[src/gif_pkg.sv]
package gif_pkg;

  // register map (byte addresses on the 32-bit bus)
  localparam logic [11:0] GIF_FLAG_ENABLE_OFFS = 12'h000;
  localparam logic [11:0] GIF_IRQ_STATUS_OFFS  = 12'h004;
  localparam logic [11:0] GIF_IRQ_MASK_OFFS    = 12'h008;
  localparam logic [11:0] GIF_QUEUE_A_OFFS     = 12'h00C;

  // field positions of the flag/enable register
  localparam int MOD_FLAG_BIT     = 15;
  localparam int PROT_FLAG_BIT    = 14;
  localparam int HIE_FLAG_BIT     = 13;
  localparam int WAKE_FLAG_BIT    = 12;
  localparam int QB_FLAG_BIT      = 11;
  localparam int QA_FLAG_BIT      = 10;
  localparam int RXB_FLAG_BIT     = 9;
  localparam int TXB_FLAG_BIT     = 8;
  localparam int ENABLE_MSB       = 7;

  // widths
  localparam int NUM_BUFFERS      = 16;
  localparam int NUM_PROT_FLAGS   = 32;
  localparam int QUEUE_IDX_W      = 8;
  localparam int NUM_LINES        = 8;

  // reset values
  localparam logic [7:0]  ENABLE_RESET     = 8'h00;
  localparam logic [7:0]  IRQ_STATUS_RESET = 8'h00;
  localparam logic [7:0]  IRQ_MASK_RESET   = 8'h00;
  localparam logic [7:0]  LINES_RESET      = 8'h00;
  localparam logic [QUEUE_IDX_W-1:0] QUEUE_IDX_RESET = 8'h00;
  localparam logic [QUEUE_IDX_W-1:0] QUEUE_DEPTH_RESET = 8'h10;

endpackage

[src/gif_global_irq.sv]
// The implementer's own choices: the register offsets and the APB slave port.
`timescale 1ns/100ps
////////////////////////////////////////////////////////////////////////////////
// Summary of operation
// - combined tx flag set when any tx buffer has flag and enable both high
// - combined tx flag ignores writes; clears when buffer flags or enables clear
// - module enable gates module line from module summary flag
// - protocol enable gates protocol line from protocol summary flag
// - host error enable gates host error line from its summary flag
// - wakeup enable gates wakeup line from wakeup flag
// - queue B enable gates queue B line from queue B not-empty flag
// - queue A enable gates queue A line from queue A not-empty flag
// - rx buffer enable gates rx buffer line from combined rx flag
// - tx buffer enable gates tx buffer line from combined tx flag
// - module summary flag set when any other flag and its enable are set
// - combined rx flag not host clearable; follows buffer flags and enables
// - writing one to queue A flag advances or wraps queue A read index when queue A is not empty
// - protocol summary set when any protocol flag meets its enable
module gif_global_irq (
  input  wire logic                              sys_clk,
  input  wire logic                              rstn,
  input  wire logic                              clkEn,
  input  wire logic                              psel,
  input  wire logic                              penable,
  input  wire logic                              pwrite,
  input  wire logic [11:0]                       paddr,
  input  wire logic [31:0]                       pwdata,
  output logic      [31:0]                       prdata,
  output logic                                   pready,
  output logic                                   pslverr,
  input  wire logic [gif_pkg::NUM_BUFFERS-1:0]   perBufferIrqFlag,
  input  wire logic [gif_pkg::NUM_BUFFERS-1:0]   perBufferIrqEnable,
  input  wire logic [gif_pkg::NUM_BUFFERS-1:0]   bufferDirectionSelect,
  input  wire logic [gif_pkg::NUM_PROT_FLAGS-1:0] protocolFlags,
  input  wire logic [gif_pkg::NUM_PROT_FLAGS-1:0] protocolEnables,
  input  wire logic                              hostInterfaceErrorFlag,
  input  wire logic                              wakeupIrqFlag,
  input  wire logic                              rxQueueBNonemptyFlag,
  input  wire logic [gif_pkg::QUEUE_IDX_W-1:0]   rxQueueAFill,
  input  wire logic [gif_pkg::QUEUE_IDX_W-1:0]   rxQueueADepth,
  output logic [gif_pkg::QUEUE_IDX_W-1:0]        rxQueueAReadIndex,
  output logic                                   rxQueueAPop,
  output logic                                   moduleIrq,
  output logic                                   protocolIrq,
  output logic                                   hostErrorIrq,
  output logic                                   wakeupIrq,
  output logic                                   rxQueueBIrq,
  output logic                                   rxQueueAIrq,
  output logic                                   rxBufferIrq,
  output logic                                   txBufferIrq,
  output logic                                   irq
);
  import gif_pkg::*;

  //////////////////////////////////////////////////////////////////////////////
  // apb decode
  // setup and access phases of one transfer
  wire logic apbSetup  = psel & ~penable;
  wire logic apbAccess = psel & penable & clkEn;
  wire logic apbWrite  = apbAccess & pwrite;

  wire logic selFlag   = (paddr == GIF_FLAG_ENABLE_OFFS);
  wire logic selStat   = (paddr == GIF_IRQ_STATUS_OFFS);
  wire logic selMask   = (paddr == GIF_IRQ_MASK_OFFS);
  wire logic selQueue  = (paddr == GIF_QUEUE_A_OFFS);
  wire logic selAny    = selFlag | selStat | selMask | selQueue;

  // writes land only at the access edge, with the address decoded then
  wire logic wrFlag    = apbWrite & selFlag;
  wire logic wrStat    = apbWrite & selStat;
  wire logic wrMask    = apbWrite & selMask;

  // read data is caught in the setup cycle, which keeps the mux out of the access path
  wire logic rdSetup   = apbSetup & ~pwrite;

  //////////////////////////////////////////////////////////////////////////////
  // state and next-state nets
  logic [7:0]                  enable_reg;
  wire logic [7:0]             enable_next;
  logic [7:0]                  irqStatus_reg;
  wire logic [7:0]             irqStatus_next;
  logic [7:0]                  irqMask_reg;
  wire logic [7:0]             irqMask_next;
  logic [QUEUE_IDX_W-1:0]      qaIndex_reg;
  wire logic [QUEUE_IDX_W-1:0] qaIndex_next;
  logic                        qaPop_reg;
  logic [7:0]                  lines_reg;
  wire logic [7:0]             linesNext;
  logic                        irq_reg;
  wire logic                   irq_next;
  logic [31:0]                 prdata_reg;
  wire logic [31:0]            prdata_next;
  logic                        pslverr_reg;
  wire logic                   pslverr_next;

  //////////////////////////////////////////////////////////////////////////////
  // buffer, protocol and queue flags
  wire logic [NUM_BUFFERS-1:0] txHit = perBufferIrqFlag & perBufferIrqEnable & bufferDirectionSelect;
  wire logic [NUM_BUFFERS-1:0] rxHit = perBufferIrqFlag & perBufferIrqEnable & ~bufferDirectionSelect;
  // both combined buffer flags are pure functions of the buffers, so host writes cannot touch them
  wire logic txFlag   = |txHit;
  wire logic rxFlag   = |rxHit;

  // protocol summary: any individual protocol flag met by its own enable
  wire logic protFlag = |(protocolFlags & protocolEnables);

  // queue A flag follows the fill level, so it drops by itself once a pop empties the queue
  wire logic qaFlag   = (rxQueueAFill != '0);

  //////////////////////////////////////////////////////////////////////////////
  // flag vector indexed like the enables: bit i pairs with enable i
  wire logic [7:0] flagVec;
  // the module line has no flag of its own; the summary below feeds it
  assign flagVec[7] = 1'b0;
  assign flagVec[6] = protFlag;
  assign flagVec[5] = hostInterfaceErrorFlag;
  assign flagVec[4] = wakeupIrqFlag;
  assign flagVec[3] = rxQueueBNonemptyFlag;
  assign flagVec[2] = qaFlag;
  assign flagVec[1] = rxFlag;
  assign flagVec[0] = txFlag;

  wire logic [7:0] gated   = flagVec & enable_reg;
  // module summary looks at the seven non-module lines
  wire logic modFlag       = |gated[6:0];

  //////////////////////////////////////////////////////////////////////////////
  // per-line logic: output level and sticky status bit
  // enable bit 7 gates the module line; the others gate their own flag
  genvar gi;
  generate
    for (gi = 0; gi < NUM_LINES; gi++) begin : g_line
      if (gi == ENABLE_MSB) begin : g_mod
        assign linesNext[gi] = modFlag & enable_reg[gi];
      end else begin : g_oth
        assign linesNext[gi] = gated[gi];
      end

      // a rising line sets its status bit; the set beats a write-one clear in the same cycle
      assign irqStatus_next[gi] = (linesNext[gi] & ~lines_reg[gi]) |
                                  (irqStatus_reg[gi] & ~(wrStat & pwdata[gi]));

      always_ff @(posedge sys_clk or negedge rstn) begin
        if (!rstn) begin
          lines_reg[gi]     <= LINES_RESET[gi];
          irqStatus_reg[gi] <= IRQ_STATUS_RESET[gi];
        end else if (clkEn) begin
          lines_reg[gi]     <= linesNext[gi];
          irqStatus_reg[gi] <= irqStatus_next[gi];
        end
      end
    end
  endgenerate

  //////////////////////////////////////////////////////////////////////////////
  // register view of the flag/enable register
  // the combined flags are images of their sources, so a write to them has no effect
  wire logic [15:0] flagEnableView;
  assign flagEnableView[MOD_FLAG_BIT]   = modFlag;
  assign flagEnableView[PROT_FLAG_BIT]  = protFlag;
  assign flagEnableView[HIE_FLAG_BIT]   = hostInterfaceErrorFlag;
  assign flagEnableView[WAKE_FLAG_BIT]  = wakeupIrqFlag;
  assign flagEnableView[QB_FLAG_BIT]    = rxQueueBNonemptyFlag;
  assign flagEnableView[QA_FLAG_BIT]    = qaFlag;
  assign flagEnableView[RXB_FLAG_BIT]   = rxFlag;
  assign flagEnableView[TXB_FLAG_BIT]   = txFlag;
  assign flagEnableView[ENABLE_MSB:0]   = enable_reg;

  // one word per register, upper bits read as zero
  wire logic [31:0] rdFlagWord  = {16'h0000, flagEnableView};
  wire logic [31:0] rdStatWord  = {24'h00_0000, irqStatus_reg};
  wire logic [31:0] rdMaskWord  = {24'h00_0000, irqMask_reg};
  wire logic [31:0] rdQueueWord = {24'h00_0000, qaIndex_reg};

  // unmapped addresses fall through to zero
  wire logic [31:0] readMux = selFlag  ? rdFlagWord :
                              selStat  ? rdStatWord :
                              selMask  ? rdMaskWord :
                              selQueue ? rdQueueWord : 32'h0000_0000;

  //////////////////////////////////////////////////////////////////////////////
  // queue A pop
  // writing one to the queue A flag pops one entry; an empty queue ignores the write
  wire logic qaPopReq = wrFlag & pwdata[QA_FLAG_BIT] & qaFlag;
  wire logic [QUEUE_IDX_W-1:0] qaInc = qaIndex_reg + 8'h01;
  // the wrap point is the depth the queue reports, so a smaller depth still wraps
  wire logic qaWrap   = (qaInc >= rxQueueADepth);

  //////////////////////////////////////////////////////////////////////////////
  // next-state selection
  assign enable_next  = wrFlag ? pwdata[ENABLE_MSB:0] : enable_reg;
  assign irqMask_next = wrMask ? pwdata[7:0] : irqMask_reg;
  assign qaIndex_next = !qaPopReq ? qaIndex_reg :
                        qaWrap    ? QUEUE_IDX_RESET : qaInc;
  // irq looks at next status and mask, so it moves in the same cycle as the status bit
  assign irq_next     = |(irqStatus_next & irqMask_next);
  assign prdata_next  = rdSetup ? readMux : prdata_reg;
  // an unmapped address answers with an error in the access phase; writes there are dropped
  assign pslverr_next = apbSetup & ~selAny;

  //////////////////////////////////////////////////////////////////////////////
  // enables: plain read/write storage
  // the only bits of the flag/enable register that a write stores; a one written to the queue A flag pops instead
  always_ff @(posedge sys_clk or negedge rstn) begin
    if (!rstn) begin
      enable_reg <= ENABLE_RESET;
    end else if (clkEn) begin
      enable_reg <= enable_next;
    end
  end

  //////////////////////////////////////////////////////////////////////////////
  // mask of the sticky status
  // masking hides a status bit from irq but never stops it from being set
  always_ff @(posedge sys_clk or negedge rstn) begin
    if (!rstn) begin
      irqMask_reg <= IRQ_MASK_RESET;
    end else if (clkEn) begin
      irqMask_reg <= irqMask_next;
    end
  end

  //////////////////////////////////////////////////////////////////////////////
  // queue A read index
  // the index only moves on a pop, never on a plain read of the register
  always_ff @(posedge sys_clk or negedge rstn) begin
    if (!rstn) begin
      qaIndex_reg <= QUEUE_IDX_RESET;
    end else if (clkEn) begin
      qaIndex_reg <= qaIndex_next;
    end
  end

  //////////////////////////////////////////////////////////////////////////////
  // pop pulse to the queue
  // one cycle per accepted pop, the cycle after the write lands
  always_ff @(posedge sys_clk or negedge rstn) begin
    if (!rstn) begin
      qaPop_reg <= 1'b0;
    end else if (clkEn) begin
      qaPop_reg <= qaPopReq;
    end
  end

  //////////////////////////////////////////////////////////////////////////////
  // summary interrupt
  // a level: it stays high until software clears or masks every pending bit
  always_ff @(posedge sys_clk or negedge rstn) begin
    if (!rstn) begin
      irq_reg <= 1'b0;
    end else if (clkEn) begin
      irq_reg <= irq_next;
    end
  end

  //////////////////////////////////////////////////////////////////////////////
  // read data
  // held until the next read setup, so a slow master still sees it
  always_ff @(posedge sys_clk or negedge rstn) begin
    if (!rstn) begin
      prdata_reg <= 32'h0000_0000;
    end else if (clkEn) begin
      prdata_reg <= prdata_next;
    end
  end

  //////////////////////////////////////////////////////////////////////////////
  // error response
  // loaded in the setup cycle and dropped again at the access edge
  always_ff @(posedge sys_clk or negedge rstn) begin
    if (!rstn) begin
      pslverr_reg <= 1'b0;
    end else if (clkEn) begin
      pslverr_reg <= pslverr_next;
    end
  end

  //////////////////////////////////////////////////////////////////////////////
  // outputs, all from flip-flops except the constant ready
  // bus answer: the access phase always ends in one cycle
  assign prdata            = prdata_reg;
  assign pready            = 1'b1;
  assign pslverr           = pslverr_reg;

  // queue A
  assign rxQueueAReadIndex = qaIndex_reg;
  assign rxQueueAPop       = qaPop_reg;

  // interrupt lines, flag AND enable one edge after their sources
  assign txBufferIrq       = lines_reg[0];
  assign rxBufferIrq       = lines_reg[1];
  assign rxQueueAIrq       = lines_reg[2];
  assign rxQueueBIrq       = lines_reg[3];
  assign wakeupIrq         = lines_reg[4];
  assign hostErrorIrq      = lines_reg[5];
  assign protocolIrq       = lines_reg[6];
  assign moduleIrq         = lines_reg[7];

  // sticky summary
  assign irq               = irq_reg;

endmodule

[config.mk]
export PLATFORM = sky130hd
export DESIGN_NAME = gif_global_irq
export DESIGN_NICKNAME = d
export VERILOG_FILES = /design/src/gif_pkg.sv /design/src/gif_global_irq.sv
export SDC_FILE = /design/constraint.sdc
export NUM_CORES = 1
export LEC_CHECK = 0
export BUFFER_PORTS_ARGS = -buffer_cell sky130_fd_sc_hd__buf_2
export CORE_ASPECT_RATIO = 0.6
export CORE_MARGIN = 5
export CORE_UTILIZATION = 46
export DETAILED_ROUTE_END_ITERATION = 16
export PLACE_DENSITY = 0.86
export SKIP_LAST_GASP = 1
export SYNTH_ARGS = -nofsm -noshare
export SYNTH_HDL_FRONTEND = slang
export SYNTH_SLANG_ARGS = --single-unit
[constraint.sdc]
create_clock -name sys_clk -period 3.5 [get_ports sys_clk]
set_input_delay 0.7 -clock sys_clk [delete_from_list [all_inputs] [get_ports sys_clk]]
set_output_delay 0.7 -clock sys_clk [all_outputs]
set_load 0.01 [all_outputs]
==> impl_metrics.xml <==
<?xml version="1.0" encoding="UTF-8"?>
<metrics>
  <group name="die">
    <metric name="ioPinCount" unit="">233</metric>
    <metric name="row_count" unit="">24</metric>
    <metric name="core-area" unit="mm2">0.00742</metric>
    <metric name="die_span_x" unit="um">124</metric>
    <metric name="die-area" unit="mm2">0.00971</metric>
    <metric name="start_util" unit="%">48.3</metric>
    <metric name="chipHeight" unit="um">78.4</metric>
  </group>
  <group name="final_layout">
    <metric name="largest_register_ffs" unit="">16</metric>
    <metric name="fin_cells" unit="">683</metric>
    <metric name="layout_commonest_cell" unit="">sky130_fd_sc_hd__buf_2</metric>
    <metric name="final_net_count" unit="">763</metric>
    <metric name="area_delta_synth_final" unit="%">37.6</metric>
    <metric name="mostFrequentLayoutCells" unit="">sky130_fd_sc_hd__buf_2 (192), sky130_fd_sc_hd__dfrtp_1 (59), sky130_fd_sc_hd__nor2_1 (32)</metric>
    <metric name="drive_above_1_share" unit="%">41.9</metric>
  </group>
  <group name="worst_setup_path">
    <metric name="crit_arrival" unit="ns">3.00</metric>
    <metric name="critical_path_peak_fanout" unit="">8</metric>
    <metric name="start_kind" unit="">flip-flop</metric>
    <metric name="setup.worst_path.end_class" unit="">flip-flop</metric>
    <metric name="worst-setup-path-type" unit="">reg2reg</metric>
    <metric name="rr_worst_depth" unit="">10</metric>
    <metric name="worst-endpoint-required" unit="ns">3.72</metric>
  </group>
  <group name="grt">
    <metric name="grt_util_all_layers" unit="%">23.5</metric>
    <metric name="pin_count_of_the_biggest_net_entering_global_routing" unit="">32</metric>
    <metric name="grt_first_pass_wirelength" unit="mm">18.0</metric>
    <metric name="number_of_antenna_violations_at_the_first_check_in_global_routing" unit="">1</metric>
    <metric name="first_global_vias" unit="">3842</metric>
    <metric name="globalRoute.totalOverflow" unit="">0</metric>
  </group>
  <group name="timing">
    <metric name="timing.clock.skew" unit="ns">0.00448</metric>
    <metric name="hold_violations" unit="">0</metric>
    <metric name="rsz0062_at_grt" unit="">false</metric>
    <metric name="timing.final.max_slew_violations" unit="">0</metric>
    <metric name="fin_crit_sh" unit="%">79.6</metric>
    <metric name="fmaxAchievable" unit="MHz">359</metric>
    <metric name="fin_setup_tns" unit="ns">0</metric>
    <metric name="post-route-min-period" unit="ns">2.79</metric>
    <metric name="maxSlewHeadroom" unit="%">50.8</metric>
    <metric name="final-setup-viol-count" unit="">0</metric>
    <metric name="max_slew.worst_pin.slew" unit="ns">0.732</metric>
  </group>
  <group name="detailed_routing">
    <metric name="vias" unit="">3712</metric>
    <metric name="postRouteWirelength" unit="mm">11.3</metric>
    <metric name="avgViaCountPerCell" unit="">5.43</metric>
    <metric name="post_detailed_route_drc_marker_count" unit="">0</metric>
    <metric name="drtIter0Drc" unit="">238</metric>
    <metric name="antenna_left" unit="">0</metric>
    <metric name="detail_route.wl_per_cell" unit="um">16.6</metric>
    <metric name="drtPass1Iterations" unit="">5</metric>
  </group>
  <group name="placement">
    <metric name="io_buffers" unit="">192</metric>
    <metric name="dp_hpwl" unit="mm">9.09</metric>
    <metric name="globalplace.congestion" unit="">0.922</metric>
    <metric name="dpl.cell_count" unit="">666</metric>
  </group>
  <group name="clock_tree">
    <metric name="clkLatencyLatePin" unit="ns">0.33</metric>
    <metric name="cts-buffers-inserted" unit="">9</metric>
    <metric name="post_cts_resize_count" unit="">0</metric>
    <metric name="cts_tree" unit="">done</metric>
    <metric name="tritoncts_sink_count" unit="">59</metric>
    <metric name="cts.root.buffer_cell" unit="">sky130_fd_sc_hd__clkbuf_16</metric>
    <metric name="htree_num_levels" unit="">3</metric>
    <metric name="clock_path_buffers" unit="">2</metric>
    <metric name="postCtsSetupRepairBufs" unit="">0</metric>
    <metric name="clk_transition_reported_paths" unit="ns">0.06</metric>
    <metric name="ctsHoldBuffers" unit="">0</metric>
  </group>
  <group name="synth">
    <metric name="mean_post_synth_cell_area" unit="um2">9.51</metric>
    <metric name="synthesis.area" unit="mm2">0.00358</metric>
    <metric name="synth_seq_cells" unit="">59</metric>
    <metric name="post_synth_num_cell_types" unit="">44</metric>
    <metric name="asyncSetResetFlopFracSynth" unit="%">100</metric>
    <metric name="synth-warning-count" unit="">0</metric>
    <metric name="netlist.top_cell.by_area" unit="">sky130_fd_sc_hd__dfrtp_1</metric>
    <metric name="yosysSeqAreaShare" unit="%">41.2</metric>
    <metric name="synth_enable_flop_cells" unit="">0</metric>
    <metric name="synthCells" unit="">377</metric>
    <metric name="yosys_most_used_dff" unit="">sky130_fd_sc_hd__dfrtp_1</metric>
    <metric name="post_synth_main_area_contributors" unit="">sky130_fd_sc_hd__dfrtp_1 (41%), sky130_fd_sc_hd__mux2_2 (6.0%), sky130_fd_sc_hd__nand3_1 (3.6%)</metric>
    <metric name="synth_largest_type_area_fraction" unit="%">41.2</metric>
  </group>
  <group name="job">
    <metric name="maxCapViolations" unit="">0</metric>
  </group>
  <group name="outcome">
    <metric name="status" unit="">completed</metric>
  </group>
  <group name="power">
    <metric name="pwr_density_cell" unit="mW/mm2">369</metric>
    <metric name="vdd_drop_max" unit="uV">226</metric>
    <metric name="total_leakage_power" unit="nW">2.71</metric>
  </group>
  <group name="min_path">
    <metric name="hold_path.class" unit="">in2async</metric>
  </group>
</metrics>
[worst max-delay path, cell delays in order, from the launching register on]
cell and delay (ns):
sky130_fd_sc_hd__dfrtp_1 0.47, sky130_fd_sc_hd__ha_1 0.29, sky130_fd_sc_hd__nand3_1 0.16, sky130_fd_sc_hd__nor2_1 0.16, sky130_fd_sc_hd__xor2_1 0.25, sky130_fd_sc_hd__ha_1 0.22, sky130_fd_sc_hd__o21a_1 0.12, sky130_fd_sc_hd__nor2_1 0.04
sky130_fd_sc_hd__a21oi_1 0.53, sky130_fd_sc_hd__nor2_1 0.15, sky130_fd_sc_hd__mux2_2 0.29
[per-layer routing]
layer	up-vias	GRT usage (%)	share of wire [%]
met2	170	38.0	48
met5	-	0	0
met1	1761	30.7	42
met3	19	7.26	8.6
li1	1762	-	-
met4	0	6.45	1.5
[final timing paths]
| kind | from | endpoint | slack (ns) |
|---|---|---|---|
| max reg2reg | rxQueueAReadIndex[0] | rxQueueAReadIndex[0] | 0.71 |
| min | rstn | prdata[13] | 0.40 |
| min in group sys_clk | prdata[9] | prdata[9] | 0.48 |
| max | rxQueueAReadIndex[0] | rxQueueAReadIndex[0] | 0.71 |
| max in group asynchronous | rstn | prdata[8] | 2.40 |
| min reg2reg | prdata[9] | prdata[9] | 0.48 |
[Yosys cell counts, drive strengths merged, types with 2 or more instances]
| master | instances |
|---|---|
| ha | 9 |
| nor2 | 32 |
| a22o | 7 |
| mux2 | 19 |
| a2111oi | 8 |
| conb | 2 |
| nor4 | 9 |
| nor2b | 3 |
| a21oi | 9 |
| nand2b | 6 |
| o21bai | 2 |
| xor2 | 3 |
| a21o | 8 |
| dfrtp | 59 |
| a21boi | 7 |
| nand2 | 20 |
| o2111ai | 4 |
| xnor2 | 3 |
| mux2i | 10 |
| inv | 19 |
| nor3 | 2 |
| a22oi | 17 |
| o21a | 2 |
| nand4 | 15 |
| and3 | 4 |
| clkbuf | 10 |
| nand3 | 27 |
| nand3b | 13 |
| o21ai | 20 |
| buf | 20 |
[metrics by stage]
stage	cell area (um2)	hold slack (ns)	total power [mW]	worst slack [ns]	util [%]
4_1_cts	4930	0.417	1.83	0.751	66.5
6_report	4930	0.398	1.82	0.713	66.5
3_3_place_gp	4610	0.466	0.886	0.523	62.2
3_5_place_dp	4610	0.478	0.893	0.469	62.2
5_1_grt	4930	0.475	1.89	0.499	66.5
2_1_floorplan	3640	0.404	0.778	0.862	-
[power by group]
part	internal (mW)	switching (mW)	total [mW]	leakage [nW]
combinational	0.0970	0.0979	0.195	1.74
sequential	0.685	0.00154	0.687	0.822
clock	0.619	0.320	0.939	0.147
[area by class of cell]
class | instances | area (um2)
inverter | 19 | 71.3
timing repair buffer | 200 | 1020
fill | 610 | 2480
antenna | 1 | 2.50
multi-input combinational | 284 | 1910
tap | 104 | 130
sequential | 59 | 1480
clock buffer | 9 | 225
clock inverter | 7 | 92.6
[cell families (layout without fill, tap and decap cells)]
| kind of cell | after synthesis | after routing | synth area share, % |
|---|---|---|---|
| XOR/XNOR | 6 | 6 | 1.47 |
| AND/OR/NAND/NOR | 134 | 134 | 20.8 |
| AO/OA/AOI/OAI | 89 | 89 | 17.5 |
| other | 2 | 18 | 0.210 |
| flip-flops | 59 | 59 | 41.2 |
| buffers and inverters | 49 | 235 | 6.98 |
| multiplexers | 29 | 29 | 8.76 |
| adder cells (fa/ha/maj) | 9 | 9 | 3.14 |
No activity file was read; power rests on OpenSTA's default activity.
